<file path="src/core/pchr_consts.svh">
// Purpose: Constants for the configuration header register slice
// Assumes: Byte addresses on the configuration port, 32-bit words
// Notes:   Shared by the package users and the register module
`ifndef PCHR_CONSTS_SVH
`define PCHR_CONSTS_SVH

// ****************************************************
// Register byte offsets
// ****************************************************
`define PCHR_OFF_CMD      8'h04
`define PCHR_OFF_CLASS    8'h08
`define PCHR_OFF_HDR      8'h0C

// ****************************************************
// Command field bit positions
// ****************************************************
`define PCHR_CMD_PERR     6
`define PCHR_CMD_MASTER   2
`define PCHR_CMD_MEM      1

// ****************************************************
// Byte lanes and header field position
// ****************************************************
`define PCHR_LANE_CMD     0
`define PCHR_LANE_LT      1
`define PCHR_HDR_HI       23
`define PCHR_HDR_LO       16

// ****************************************************
// Fixed field values and positions
// ****************************************************
`define PCHR_BASE_CLASS   8'h02
`define PCHR_SUB_CLASS    8'h80
`define PCHR_PROG_IF      8'h00
`define PCHR_HDR_TYPE     8'h00
`define PCHR_LT_HI        15
`define PCHR_LT_LO        11
`define PCHR_LT_W         5
`define PCHR_LT_PAD       3'h0
`define PCHR_MEM_WR_CMD   4'h7
`define PCHR_CNT_W        8
`define PCHR_CNT_ONE      8'h01
`define PCHR_CNT_MAX      8'hFF

`endif

</file>
<file path="src/core/pchr_pkg.sv">
// Purpose: Types for the configuration header register slice
// Assumes: Nothing beyond the constants header
// Notes:   Types only, constants live in the header
package pchr_pkg;

  typedef enum logic {
    PCHR_IDLE,
    PCHR_OWN
  } pchr_tenure_t;

endpackage : pchr_pkg

</file>
<file path="src/core/pchr_cfg_regs.sv">
// Purpose: Command low bits, class/revision and header/latency words
// Assumes: Configuration decode done upstream, one access per strobe
// Notes:   Read data is registered, one cycle after the read strobe
`include "pchr_consts.svh"

module pchr_cfg_regs #(
  parameter logic [3:0] DIE_ID  = 4'h3, // Arbitrary value
  parameter logic [3:0] REV_NUM = 4'h0
) (
  // Clock and reset
  input  wire logic        REF_CLK,
  input  wire logic        RST_B,
  // Configuration access
  input  wire logic        CFG_SEL,
  input  wire logic        CFG_RD,
  input  wire logic        CFG_WR,
  input  wire logic [7:0]  CFG_ADDR,
  input  wire logic [3:0]  CFG_BE_B,
  input  wire logic [31:0] CFG_WDATA,
  output logic      [31:0] CFG_RDATA,
  output logic             CFG_RVALID,
  // Target side
  input  wire logic        TGT_MEM_HIT,
  input  wire logic        TGT_IO_HIT,
  input  wire logic        TGT_SPECIAL,
  input  wire logic        TGT_PAR_ERR,
  output logic             TGT_MEM_CLAIM,
  output logic             TGT_IO_CLAIM,
  output logic             TGT_SPECIAL_ACK,
  output logic             PERR_REPORT,
  // Master side
  input  wire logic        MST_REQ,
  input  wire logic        MST_FRAME_START,
  input  wire logic        MST_ACTIVE,
  input  wire logic        GNT_B,
  output logic             MST_GO,
  output logic      [3:0]  MST_WR_CMD,
  output logic             MST_RELEASE,
  // Status
  output logic             MEM_SPACE_EN,
  output logic             BUS_MASTER_EN,
  output logic             PERR_RESP_EN,
  output logic      [7:0]  LAT_CLKS
);

  // ****************************************************
  // Decode helpers
  // ****************************************************
  function automatic logic lane_wr(input logic [3:0] be_b,
                                   input int         lane);
    lane_wr = ~be_b[lane];
  endfunction : lane_wr

  function automatic logic hit(input logic [7:0] a, input logic [7:0] off);
    hit = (a[7:2] == off[7:2]);
  endfunction : hit

  // ****************************************************
  // Register state
  // ****************************************************
  logic                  perr_q, perr_d;
  logic                  mem_q, mem_d;
  logic                  mst_q, mst_d;
  logic [`PCHR_LT_W-1:0] lt_q, lt_d;
  logic [31:0]           rdata_q, rdata_d;
  logic                  rvalid_q, rvalid_d;
  logic                  wr_en;
  logic                  rd_en;

  assign wr_en = CFG_SEL & CFG_WR;
  assign rd_en = CFG_SEL & CFG_RD;

  always_comb begin
    perr_d   = perr_q;
    mem_d    = mem_q;
    mst_d    = mst_q;
    lt_d     = lt_q;
    rdata_d  = rdata_q;
    rvalid_d = rd_en;
    if (wr_en && hit(CFG_ADDR, `PCHR_OFF_CMD) &&
        lane_wr(CFG_BE_B, `PCHR_LANE_CMD)) begin
      perr_d = CFG_WDATA[`PCHR_CMD_PERR];
      mst_d  = CFG_WDATA[`PCHR_CMD_MASTER];
      mem_d  = CFG_WDATA[`PCHR_CMD_MEM];
    end
    if (wr_en && hit(CFG_ADDR, `PCHR_OFF_HDR) &&
        lane_wr(CFG_BE_B, `PCHR_LANE_LT)) begin
      lt_d = CFG_WDATA[`PCHR_LT_HI:`PCHR_LT_LO];
    end
    if (rd_en) begin
      rdata_d = 32'h0000_0000;
      if (hit(CFG_ADDR, `PCHR_OFF_CMD)) begin
        rdata_d[`PCHR_CMD_PERR]   = perr_q;
        rdata_d[`PCHR_CMD_MASTER] = mst_q;
        rdata_d[`PCHR_CMD_MEM]    = mem_q;
      end else if (hit(CFG_ADDR, `PCHR_OFF_CLASS)) begin
        rdata_d = {`PCHR_BASE_CLASS, `PCHR_SUB_CLASS, `PCHR_PROG_IF,
                   DIE_ID, REV_NUM};
      end else if (hit(CFG_ADDR, `PCHR_OFF_HDR)) begin
        rdata_d[`PCHR_HDR_HI:`PCHR_HDR_LO] = `PCHR_HDR_TYPE;
        rdata_d[`PCHR_LT_HI:`PCHR_LT_LO] = lt_q;
      end
    end
  end

  always_ff @(posedge REF_CLK or negedge RST_B) begin
    if (!RST_B) begin
      perr_q   <= 1'b0;
      mem_q    <= 1'b0;
      mst_q    <= 1'b0;
      lt_q     <= '0;
      rdata_q  <= 32'h0000_0000;
      rvalid_q <= 1'b0;
    end else begin
      perr_q   <= perr_d;
      mem_q    <= mem_d;
      mst_q    <= mst_d;
      lt_q     <= lt_d;
      rdata_q  <= rdata_d;
      rvalid_q <= rvalid_d;
    end
  end

  assign CFG_RDATA     = rdata_q;
  assign CFG_RVALID    = rvalid_q;
  assign MEM_SPACE_EN  = mem_q;
  assign BUS_MASTER_EN = mst_q;
  assign PERR_RESP_EN  = perr_q;
  // Timer granularity is eight clocks, low bits fixed
  assign LAT_CLKS      = {lt_q, `PCHR_LT_PAD};

  // ****************************************************
  // Target gating
  // ****************************************************
  // Claim memory only when enabled
  assign TGT_MEM_CLAIM   = TGT_MEM_HIT & mem_q;
  assign TGT_IO_CLAIM    = TGT_IO_HIT & 1'b0;
  assign TGT_SPECIAL_ACK = TGT_SPECIAL & 1'b0;
  assign PERR_REPORT     = TGT_PAR_ERR & perr_q;

  // ****************************************************
  // Master tenure
  // ****************************************************
  pchr_pkg::pchr_tenure_t  st_q, st_d;
  logic [`PCHR_CNT_W-1:0]  cnt_q, cnt_d;
  logic                    expired;

  assign expired = (cnt_q >= LAT_CLKS);

  always_comb begin
    st_d  = st_q;
    cnt_d = cnt_q;
    case (st_q)
      pchr_pkg::PCHR_IDLE: begin
        if (MST_FRAME_START && mst_q) begin
          st_d  = pchr_pkg::PCHR_OWN;
          cnt_d = `PCHR_CNT_ONE;
        end
      end
      pchr_pkg::PCHR_OWN: begin
        if (!MST_ACTIVE) begin
          st_d  = pchr_pkg::PCHR_IDLE;
          cnt_d = '0;
        end else if (cnt_q != `PCHR_CNT_MAX) begin
          cnt_d = cnt_q + `PCHR_CNT_ONE;
        end
      end
      default: begin
        st_d  = pchr_pkg::PCHR_IDLE;
        cnt_d = '0;
      end
    endcase
  end

  always_ff @(posedge REF_CLK or negedge RST_B) begin
    if (!RST_B) begin
      st_q  <= pchr_pkg::PCHR_IDLE;
      cnt_q <= '0;
    end else begin
      st_q  <= st_d;
      cnt_q <= cnt_d;
    end
  end

  assign MST_GO      = MST_REQ & mst_q;
  assign MST_WR_CMD  = `PCHR_MEM_WR_CMD;
  assign MST_RELEASE = (st_q == pchr_pkg::PCHR_OWN) & expired & GNT_B;
endmodule : pchr_cfg_regs

</file>
<file path="config.mk">
export PLATFORM = sky130hd
export DESIGN_NAME = pchr_cfg_regs
export DESIGN_NICKNAME = d
export VERILOG_FILES = /design/src/core/pchr_pkg.sv /design/src/core/pchr_cfg_regs.sv
export VERILOG_INCLUDE_DIRS = /design/src /design/src/core
export SDC_FILE = /design/constraint.sdc
export NUM_CORES = 1
export LEC_CHECK = 0
export BUFFER_PORTS_ARGS = -buffer_cell sky130_fd_sc_hd__buf_2
export CORE_MARGIN = 3
export CORE_UTILIZATION = 30
export CTS_CLUSTER_SIZE = 10
export DETAILED_ROUTE_END_ITERATION = 6
export REMOVE_ABC_BUFFERS = 1
export SLEW_MARGIN = 20
export SYNTH_ARGS = -nofsm -noshare
export SYNTH_HDL_FRONTEND = slang
export SYNTH_SLANG_ARGS = --single-unit
</file>
<file path="constraint.sdc">
create_clock -name REF_CLK -period 1.45 [get_ports REF_CLK]
set_clock_uncertainty 0.2 [all_clocks]
set_input_delay 0.0725 -clock REF_CLK [delete_from_list [all_inputs] [get_ports REF_CLK]]
set_output_delay 0.0725 -clock REF_CLK [all_outputs]
set_load 0.05 [all_outputs]
</file>
# After elaboration in Yosys (flattened, before gate mapping)
# Cells that the tools add are included.
# classes
addsub	1
order_cmp	1
n_eq_ne	6
n_mux	16
n_bitwise	10
reduce_logical	6
# op_table
op	count
$mux W25	1
$mux W8	3
$pmux W8 S2	1
$mux W13	1
$eq A6 B2 Y1 const B	2
$add A8 B1 Y8 const B	1
$ge A8 B8 Y1	1
$ne A8 B8 Y1 const B	1
$and A1 B1 Y1	7
$eq A6 B1 Y1 const B	1
$mux W6	1
$logic_and A1 B1 Y1	5
$mux W5	1
$mux W1	4
$mux W2	2
$mux W3	1
$ne A3 B2 Y1 const B	1
$not A1 Y1	3
$ne A2 B2 Y1 const B	1
$pmux W1 S2	1
$reduce_and A2 Y1	1
# word_totals
regBits	50
inputBits	57
out_inout_bits	54
elab_cells	48

# Longest topological paths before layout
# Gate-level depths: netlist of the first run.
# logic_depth
word_depth	4
depth_mapped	6
depth_no_buf	6

# Worst setup path before layout of the first run
# Ideal clock, no wire load.
# synth_path
path_type	reg2out
start	register lt_q[3]
end	output port MST_RELEASE
arrival_time_ns	2.120
required_ns	1.178
setup_slack_ns	-0.942
path_stages_with_launch	6
n_path_buf	0
cell_sequence	dfrtp_1 > inv_1 > ha_1 > nand3_1 > or2_2 > o22ai_1
# synth_between
elab_chain_len	3
# synth_lines
item	line	rtl
start, declared	pchr_cfg_regs.sv:64	logic [`PCHR_LT_W-1:0] lt_q, lt_d;
start signal, assigned	pchr_cfg_regs.sv:118	lt_q <= lt_d;
$ge A8 B8 Y1	pchr_cfg_regs.sv:148	assign expired = (cnt_q >= LAT_CLKS);
$and A1 B1 Y1 (2 in a row)	pchr_cfg_regs.sv:187	assign MST_RELEASE = (st_q == pchr_pkg::PCHR_OWN) & expired & GNT_B;
end, declared	pchr_cfg_regs.sv:38	output logic MST_RELEASE,
# No other way between the ends.

# Worst setup path in the final report of the first run
# layout_path
start	register cnt_q[6]
end	output port MST_RELEASE
# layout_between
elab_chain_len	3
# layout_lines
item	line	rtl
start, declared	pchr_cfg_regs.sv:145	logic [`PCHR_CNT_W-1:0] cnt_q, cnt_d;
start signal, assigned	pchr_cfg_regs.sv:181	cnt_q <= cnt_d;
$ge A8 B8 Y1	pchr_cfg_regs.sv:148	
$and A1 B1 Y1 (2 in a row)	pchr_cfg_regs.sv:187	
# No other way between the ends.

==> impl_metrics.json, run 1 <==
{
  "run_status": "complete, but fails checks",
  "violations": "negative setup slack",
  "drive_above_1_share": 0.4264,
  "gp_congestion": 0.7749,
  "route.detailed.drc": 0,
  "clk_pin_slew_ns": 0.09,
  "whs_ns": 0.009697,
  "io_buffers": 51,
  "final_util": 0.4524,
  "num_rows": 26,
  "avgSynthCellArea_sq_um": 9.571,
  "crit_fanout": 2,
  "max_freq_mhz": 547.5,
  "synth_area_leaders": "dfrtp_1, buf_4, nand2_1",
  "hold_class": "in2reg",
  "initial_core_util": 0.3144,
  "finalMaxSlewViolations": 0,
  "leakage_nw": 1.255,
  "initialDrtViolationCount": 23,
  "final-hold-violation-count": 0,
  "required_ns": 1.18,
  "pin_count": 111,
  "power-per-cell-area_nw_per_um2": 763.8,
  "cts-root-buf": "clkbuf_8",
  "cts_sinks": 27,
  "fin_nets": 323,
  "antenna_left": 0,
  "max-vdd-ir-drop_v": 0.0004118,
  "ys_warn_count": 0,
  "grt_pass1_vias": 1395,
  "synth_seq_cells": 27,
  "slowest_delay_ns": 0.42,
  "setup_violations": 9,
  "cts_tree": "yes",
  "rsz0062_at_grt": "yes",
  "n_antenna_cell": 0,
  "drv_cap": 0,
  "hpwl_mm": 2.920,
  "drt_first_pass_iters": 4,
  "postSynthCellCount": 171,
  "tightest_slew_ns": 0.6263,
  "grt_pass1_wl_mm": 6.596,
  "cp-end-kind": "output port",
  "grt_max_degree": 28,
  "worstPathArrival_ns": 1.55,
  "vias_per_cell": 4.244,
  "clock_path_buffers": 2,
  "dieArea_sq_um": 6378,
  "cts-buffers-inserted": 3,
  "yosysTopAreaCell": "dfrtp_1",
  "vias": 1392,
  "coreArea_sq_um": 5205,
  "crit_type": "reg2out",
  "wl_per_cell_um": 11.95,
  "ys_seq_area_frac": 0.4128,
  "stdcell_area_sq_um": 2355,
  "grtUsageTotal": 0.1299,
  "die_w_um": 79.86,
  "totalWireLength_mm": 3.919,
  "gr-total-overflow": 0,
  "synth.top_cell.area_share": 0.4128,
  "htreeDepth": 1,
  "min_period_ns": 1.827,
  "path_cells": "ha_4 -> nand3_2 -> or2_4 -> o22ai_4 -> buf_6",
  "place_ws_ns": -0.2684,
  "area_growth_pct": 43.88,
  "clock_latency_ns": 0.27,
  "cp-start-kind": "flip-flop",
  "setup_ws_ns": -0.3766,
  "period_share": 1.260,
  "place_area_sq_um": 1964,
  "grt_antenna_before_repair": 0,
  "syn_area_sq_um": 1637,
  "slew_headroom": 0.5824,
  "yosysUniqueCellTypes": 34,
  "fp.dieH_um": 79.86,
  "crit_path_top_delay_cell": "dfrtp_1",
  "p_total_w": 0.001799
}
==> worst paths after layout <==
| check | from | cells past startpoint | slack (ns) | end |
|---|---|---|---|---|
| setup / recovery | cnt_q[6]$_DFFE_PN0P_ | 5 | -0.38 | MST_RELEASE |
| hold reg to reg | CFG_RDATA[13]$_DFFE_PN0P_ | 2 | 0.27 | CFG_RDATA[13]$_DFFE_PN0P_ |
| max in group asynchronous | RST_B | 2 | 0.49 | cnt_q[1]$_DFFE_PN0P_ |
| setup reg to reg | cnt_q[5]$_DFFE_PN0P_ | 6 | -0.21 | cnt_q[2]$_DFFE_PN0P_ |
| hold / removal | CFG_ADDR[2] | 3 | 0.01 | CFG_RDATA[23]$_DFFE_PN0P_ |
| min in group asynchronous | RST_B | 2 | 0.16 | cnt_q[5]$_DFFE_PN0P_ |
==> metal layers <==
| layer | routed length, um | track usage | part of all wire |
|---|---|---|---|
| met1 | 1669 | 0.1625 | 0.43 |
| met2 | 1995 | 0.2279 | 0.51 |
| met3 | 224 | 0.03047 | 0.057 |
| met5 | 0 | 0 | 0 |
| met4 | 30 | 0.02534 | 0.0077 |
==> critical path: cells and delay by family (launching register included) <==
kind / cells / cell delay, ns
buffers and inverters: 1 / 0.18
AND/OR/NAND/NOR: 2 / 0.31
adder cells (fa/ha/maj): 1 / 0.28
AO/OA/AOI/OAI: 1 / 0.10
flip-flops: 1 / 0.42
==> logic make-up (layout without fill, tap and decap cells) <==
| group | count (synthesis) | in the layout | synth area share |
|---|---|---|---|
| multiplexers | 8 | 8 | 0.06651 |
| other | 2 | 29 | 0.004589 |
| adder cells (fa/ha/maj) | 7 | 7 | 0.05351 |
| AO/OA/AOI/OAI | 30 | 31 | 0.1086 |
| buffers and inverters | 43 | 102 | 0.1766 |
| AND/OR/NAND/NOR | 54 | 54 | 0.1774 |
| flip-flops | 27 | 27 | 0.4128 |
==> cell usage in the layout (no fill, tap or decap), types with 2 or more instances in the layout <==
cell and count:
nor2_1 4, ha_4 4, mux2_4 5, and3_1 3, nand2_1 27, clkbuf_8 3, buf_2 49, inv_2 3
conb_1 29, dfrtp_1 27, buf_6 4, and2_1 3, ha_1 3, and4_4 2, dlygate4sd3_1 15, inv_1 4
a31o_4 2, o21ai_2 4, a21oi_2 3, a31oi_1 2, nand3_1 7, o21ai_1 10, mux2_1 3, buf_4 22
o31ai_1 2, o21ai_0 2
==> sequential cells by signal, summed over array words and instances, names as in the netlist <==
signal / count
CFG_RVALID: 1
CFG_RDATA: 9
MEM_SPACE_EN: 1
st_q: 1
lt_q: 5
BUS_MASTER_EN: 1
PERR_RESP_EN: 1
cnt_q: 8
==> power breakdown <==
part | internal, W | total [W] | switching, W | leakage (nW)
combinational | 0.000190 | 0.000574 | 0.000384 | 0.859
clock | 0.000192 | 0.000424 | 0.000231 | 0.0255
sequential | 0.000781 | 0.000801 | 0.0000199 | 0.371
==> through the flow <==
step | setup TNS (ns) | std cells
after floorplan | -3.578 | 163
after global placement | -1.935 | 303
after detailed placement | -2.287 | 303
after CTS | -1.498 | 324
after global routing | -2.378 | 328
final | -1.816 | 328
==> cells in the mapped netlist <==
library cell / number
o22ai_1: 1
clkinv_1: 1
ha_1: 7
a21o_1: 1
nand2_1: 27
and4_1: 2
and2_1: 3
nand3_1: 8
and3_1: 3
nor3_4: 1
nor4_4: 1
o21ai_1: 4
buf_4: 32
a31oi_1: 2
nand2_4: 1
clkbuf_1: 2
buf_6: 1
mux2_4: 5
nor2_1: 4
or2_2: 1
conb_1: 2
o31ai_1: 2
nor2b_1: 1
nand2b_1: 1
mux2_1: 3
a32oi_1: 1
o22a_1: 1
o21ai_0: 12
nand3b_2: 1
inv_1: 7
dfrtp_1: 27
a31o_2: 1
a21oi_1: 4
a32o_1: 1
==> layout make-up <==
class,instances,area (sq um)
fillers,525,2850
multi-input cells,129,909.6
flip-flops and latches,27,675.6
repair buffers,90,605.6
well taps,70,87.58
clock buffers,3,41.29
inverters,8,30.03
clock inverters,1,5.005
==> repair_timing <==
action                     4_1_cts  5_1_grt
setup endpoints to repair        9       10
resized for setup               27       14
hold endpoints to repair        43        0
pin swaps                        8        9
gates cloned                     1        0
hold buffers                    15        0
buffers inserted                 3        4
Power figures use the tool's default switching activity.
==> inputs of run 2 (changes only) <==
clock period = 2.15 ns   (was 1.45 ns; I/O delays follow)
==> run 2 against run 1 <==
The flow finishes with violations (negative hold slack). Routed wire length down 11%. Cell area fell by 11%. Critical path depth rose by 1. Via count down 4.7%. Die area did not move. Global-route usage shrank 1.6 points. Clock power decreased by 32%. Power is 37% lower. Hold slack worse by 0.025 ns.
==> impl_metrics.json, run 2 (synthesized netlist as in run 1, its figures left out) <==
{
  "cp-start-kind": "primary input",
  "path_cells": "dlygate4sd3_1 -> buf_2 -> nand3b_4 -> nor3_4 -> mux2_1 -> dlygate4sd3_1",
  "clk_pin_slew_ns": 0.09,
  "pin_count": 111,
  "dieArea_sq_um": 6378,
  "num_rows": 26,
  "cts_sinks": 27,
  "n_antenna_cell": 0,
  "crit_buf_inv": 3,
  "grtUsageTotal": 0.1137,
  "required_ns": 2.11,
  "place_area_sq_um": 1829,
  "whs_ns": -0.01505,
  "crit_type": "in2reg",
  "io_buffers": 51,
  "htreeDepth": 1,
  "max_freq_mhz": 475.4,
  "dp_cells": 285,
  "cts-buffers-inserted": 3,
  "slew_headroom": 0.5992,
  "r2r-start": "cnt_q[0]$_DFFE_PN0P_",
  "layout.cells.non_filler": 309,
  "clock_latency_ns": 0.27,
  "gp_congestion": 0.7832,
  "hold_class": "in2reg",
  "largest_reg_flops": 9,
  "endpoint": "MEM_SPACE_EN$_DFFE_PN0P_",
  "run_status": "complete, but fails checks",
  "wl_per_cell_um": 11.35,
  "grt_pass1_wl_mm": 5.637,
  "finalMaxSlewViolations": 0,
  "area_growth_pct": 27.60,
  "path_common_cell": "dlygate4sd3_1",
  "final_common_cell": "buf_2",
  "r2r_slack_ns": 0.45,
  "totalWireLength_mm": 3.507,
  "setup_violations": 0,
  "cts-root-buf": "clkbuf_8",
  "antenna_left": 0,
  "violations": "negative hold slack",
  "setup_tns_ns": 0,
  "reg2reg_depth": 5,
  "fp.dieH_um": 79.86,
  "vias": 1326,
  "grt_pass1_vias": 1211,
  "rr_endpoint": "cnt_q[6]$_DFFE_PN0P_",
  "crit_fanout": 4,
  "drt_first_pass_iters": 4,
  "coreArea_sq_um": 5205,
  "worst-path-stages": 6,
  "clock_path_buffers": 2,
  "cp_top_family": "buffers and inverters",
  "stdcell_area_sq_um": 2088,
  "leakage_nw": 1.149,
  "initialDrtViolationCount": 78,
  "slowest_delay_ns": 0.56,
  "route.detailed.drc": 0,
  "vias_per_cell": 4.291,
  "grt_antenna_before_repair": 0,
  "crit_path_top_delay_cell": "dlygate4sd3_1",
  "cp-end-kind": "flip-flop",
  "fillers": 529,
  "final_cell_mix": "buf_2, conb_1, nand2_1",
  "crit_path_start": "CFG_ADDR[2]",
  "power-per-cell-area_nw_per_um2": 544.5,
  "grt_max_degree": 28,
  "final-hold-violation-count": 2,
  "period_share": 0.9784,
  "hpwl_mm": 2.645,
  "drive_above_1_share": 0.2929,
  "gr-total-overflow": 0,
  "tightest_slew_ns": 0.6012,
  "p_total_w": 0.001137,
  "drv_cap": 0,
  "min_period_ns": 2.104,
  "cts_tree": "yes",
  "worstPathArrival_ns": 2.06,
  "max-vdd-ir-drop_v": 0.0002427,
  "die_w_um": 79.86,
  "fin_nets": 304,
  "initial_core_util": 0.3144
}
run 2: cell types whose count changed in the layout (fill, tap and decap cells not counted), moves of 4 or more:
cell,before,now
o21ai_1,10,5
ha_4,4,0
ha_1,3,7
o21ai_2,4,0
o21ai_0,2,11
buf_6,4,0
buf_4,22,4
run 2: repair_timing:
action,CTS,global route
setup endpoints to repair,1,3
hold buffers,17,1
pin swaps,0,1
setup buffers,0,2
hold endpoints to repair,44,1
resized for setup,1,4
run 2: through the flow:
| stage | util | setup slack (ns) | hold slack (ns) |
|---|---|---|---|
| global placement | 0.3514 | 0.3107 | -0.03974 |
| finish | 0.4012 | 0.04635 | -0.01505 |
| CTS | 0.3933 | 0.01595 | 0.01166 |
| global route | 0.4012 | -0.007486 | 0.003942 |
| detailed placement | 0.3514 | 0.3132 | -0.03923 |
| floorplan | - | -0.2773 | -0.3881 |
run 2: worst min-delay path by stage:
stage	startpoint	endpoint	slack, ns	cells past startpoint
global placement	RST_B	cnt_q[4]$_DFFE_PN0P_	-0.04	1
CTS	CFG_ADDR[3]	CFG_RDATA[6]$_DFFE_PN0P_	0.01	3
global route	CFG_ADDR[3]	CFG_RDATA[6]$_DFFE_PN0P_	0.004	3
finish	CFG_ADDR[4]	CFG_RDATA[1]$_DFFE_PN0P_	-0.02	4
detailed placement	RST_B	lt_q[3]$_DFFE_PN0P_	-0.04	1
floorplan	RST_B	BUS_MASTER_EN$_DFFE_PN0P_	-0.39	0
run 2: cell type report:
type / instances / area, sq um / area share
inverter: 8 / 30.03 / 0.01438
clock buffer: 4 / 45.04 / 0.02157
sequential: 27 / 676.9 / 0.3241
tap: 70 / 87.58 / 0.04194
timing repair buffer: 72 / 460.4 / 0.2205
multi-input combinational: 128 / 788.3 / 0.3775
run 2: power breakdown:
part | switching, W | internal (W) | total [W]
combinational | 0.000225 | 0.0000803 | 0.000305
sequential | 0.0000177 | 0.000527 | 0.000544
clock | 0.000155 | 0.000133 | 0.000288
total | 0.000397 | 0.000740 | 0.00114
run 2: routing by layer:
metal	wire, um	up-vias	global-route usage
li1	-	657	-
met1	1497	613	0.1406
met2	1709	50	0.1878
met3	253	6	0.03499
met4	46	0	0.03716
met5	0	-	0
run 2: tightest hold or removal path, delay by kind of cell:
| family | cells | cell delay, ns |
|---|---|---|
| simple gates | 2 | 0.15 |
| compound gates | 1 | 0.07 |
| buf+inv | 1 | 0.10 |
==> inputs of run 3 (changes only) <==
CORE_MARGIN = 1   (was 3)
GPL_ROUTABILITY_DRIVEN = 0   (was default)
HOLD_SLACK_MARGIN = 0.15   (was default)
==> run 3 against run 2 <==
The flow now finishes without violations. Fmax up 2.3%. Largest power group unchanged. Clock power hardly changed. Combinational power hardly changed. Power increased by 0.67%. Flip-flop and latch count unchanged. Largest cell class unchanged. Global-route usage up 1.6 points. Highest routed layer unchanged. Routed wire length about the same. Utilization grew 0.83 points. Critical endpoint is now lt_q[1]$_DFFE_PN0P_.
==> impl_metrics.json, run 3 (synthesized netlist as in run 1, its figures left out) <==
{
  "setup_violations": 0,
  "drive_above_1_share": 0.2810,
  "route.detailed.drc": 0,
  "pin_count": 111,
  "clock_latency_ns": 0.27,
  "area_growth_pct": 29.43,
  "largest_reg_flops": 9,
  "die_w_um": 75.86,
  "max-vdd-ir-drop_v": 0.0002602,
  "dieArea_sq_um": 5755,
  "max_freq_mhz": 486.5,
  "required_ns": 2.11,
  "initialDrtViolationCount": 36,
  "final_cell_mix": "buf_2, conb_1, nand2_1",
  "hold_class": "in2async",
  "cp-end-kind": "flip-flop",
  "cp-start-kind": "primary input",
  "period_share": 0.9560,
  "totalWireLength_mm": 3.509,
  "r2r-start": "st_q$_DFF_PN0_",
  "post-cts-setup-buffers": 0,
  "cts-buffers-inserted": 3,
  "setup_tns_ns": 0,
  "grt_antenna_before_repair": 0,
  "n_antenna_cell": 0,
  "fin_nets": 307,
  "dp_cells": 284,
  "final_util": 0.4095,
  "grt_pass1_wl_mm": 5.589,
  "slew_headroom": 0.5921,
  "io_buffers": 51,
  "crit_fanout": 6,
  "fp.dieH_um": 75.86,
  "final-hold-violation-count": 0,
  "leakage_nw": 1.160,
  "antenna_left": 0,
  "grtUsageTotal": 0.1300,
  "coreArea_sq_um": 5172,
  "worstPathArrival_ns": 2.02,
  "wl_per_cell_um": 11.25,
  "grt_max_degree": 28,
  "cts_sinks": 27,
  "tightest_slew_ns": 0.6119,
  "run_status": "completed",
  "p_total_w": 0.001145,
  "rsz0062_at_grt": "no",
  "grt_pass1_vias": 1264,
  "drv_cap": 0,
  "clk_pin_slew_ns": 0.09,
  "final_common_cell": "buf_2",
  "cts_tree": "yes",
  "cts-root-buf": "clkbuf_8",
  "crit_path_start": "CFG_ADDR[2]",
  "gr-total-overflow": 0,
  "htreeDepth": 1,
  "power-per-cell-area_nw_per_um2": 540.4,
  "layout.cells.non_filler": 312,
  "crit_type": "in2reg",
  "hpwl_mm": 2.442,
  "vias_per_cell": 4.324,
  "drt_first_pass_iters": 4,
  "vias": 1349,
  "initial_core_util": 0.3164,
  "finalMaxSlewViolations": 0,
  "min_period_ns": 2.055,
  "num_rows": 26,
  "clock_path_buffers": 2
}
## run 3: what timing repair did
action	in CTS	in global routing
endpoints found under the setup margin	0	4
hold endpoints to repair	46	0
hold buffers	24	0
resized for setup	0	6
## run 3: where the power goes
part	switching, W	internal [W]
logic	0.000224	0.0000836
clock network	0.000158	0.000133
registers	0.0000193	0.000527
total	0.000402	0.000743
## run 3: worst max-delay path, cell delays in order
cell           delay (ns)
dlygate4sd3_1        0.53
buf_2                0.14
and3_2               0.25
nand2_4              0.13
mux2_4               0.31
dlygate4sd3_1        0.55
## run 3: per-stage QoR
| stage | area (sq um) | setup WS (ns) | hold WS (ns) |
|---|---|---|---|
| 2_1_floorplan | 1479 | -0.2773 | -0.3881 |
| 5_1_grt | 2118 | 0.03260 | 0.2211 |
| 3_5_place_dp | 1822 | 0.3227 | -0.04289 |
| 4_1_cts | 2107 | 0.004952 | 0.1662 |
| 3_3_place_gp | 1822 | 0.3113 | -0.04250 |
| 6_report | 2118 | 0.09456 | 0.1666 |
## run 3: metal layers
metal	up-vias	part of all wire	routed length, um	global-route usage
met2	54	0.49	1731	0.2340
met5	-	0	0	0
met1	633	0.44	1546	0.1566
met4	0	0.0066	23	0.03086
met3	2	0.059	207	0.02910
li1	660	-	-	-
## run 3: cell type report
cell class | instances | area [sq um]
fill | 522 | 3054
sequential | 27 | 676.9
clock buffer | 4 | 45.04
multi-input combinational | 128 | 780.7
timing repair buffer | 75 | 498.0
tap | 70 | 87.58
inverter | 8 | 30.03
## run 3: path summary, 6_finish.rpt
check	depth (start not counted)	end	slack, ns
max	6	lt_q[1]$_DFFE_PN0P_	0.09
min	2	lt_q[4]$_DFFE_PN0P_	0.17
max reg2reg	3	st_q$_DFF_PN0_	0.32
min reg2reg	2	CFG_RDATA[12]$_DFFE_PN0P_	0.28
max in group asynchronous	2	cnt_q[3]$_DFFE_PN0P_	1.13
min in group REF_CLK	4	CFG_RDATA[15]$_DFFE_PN0P_	0.17
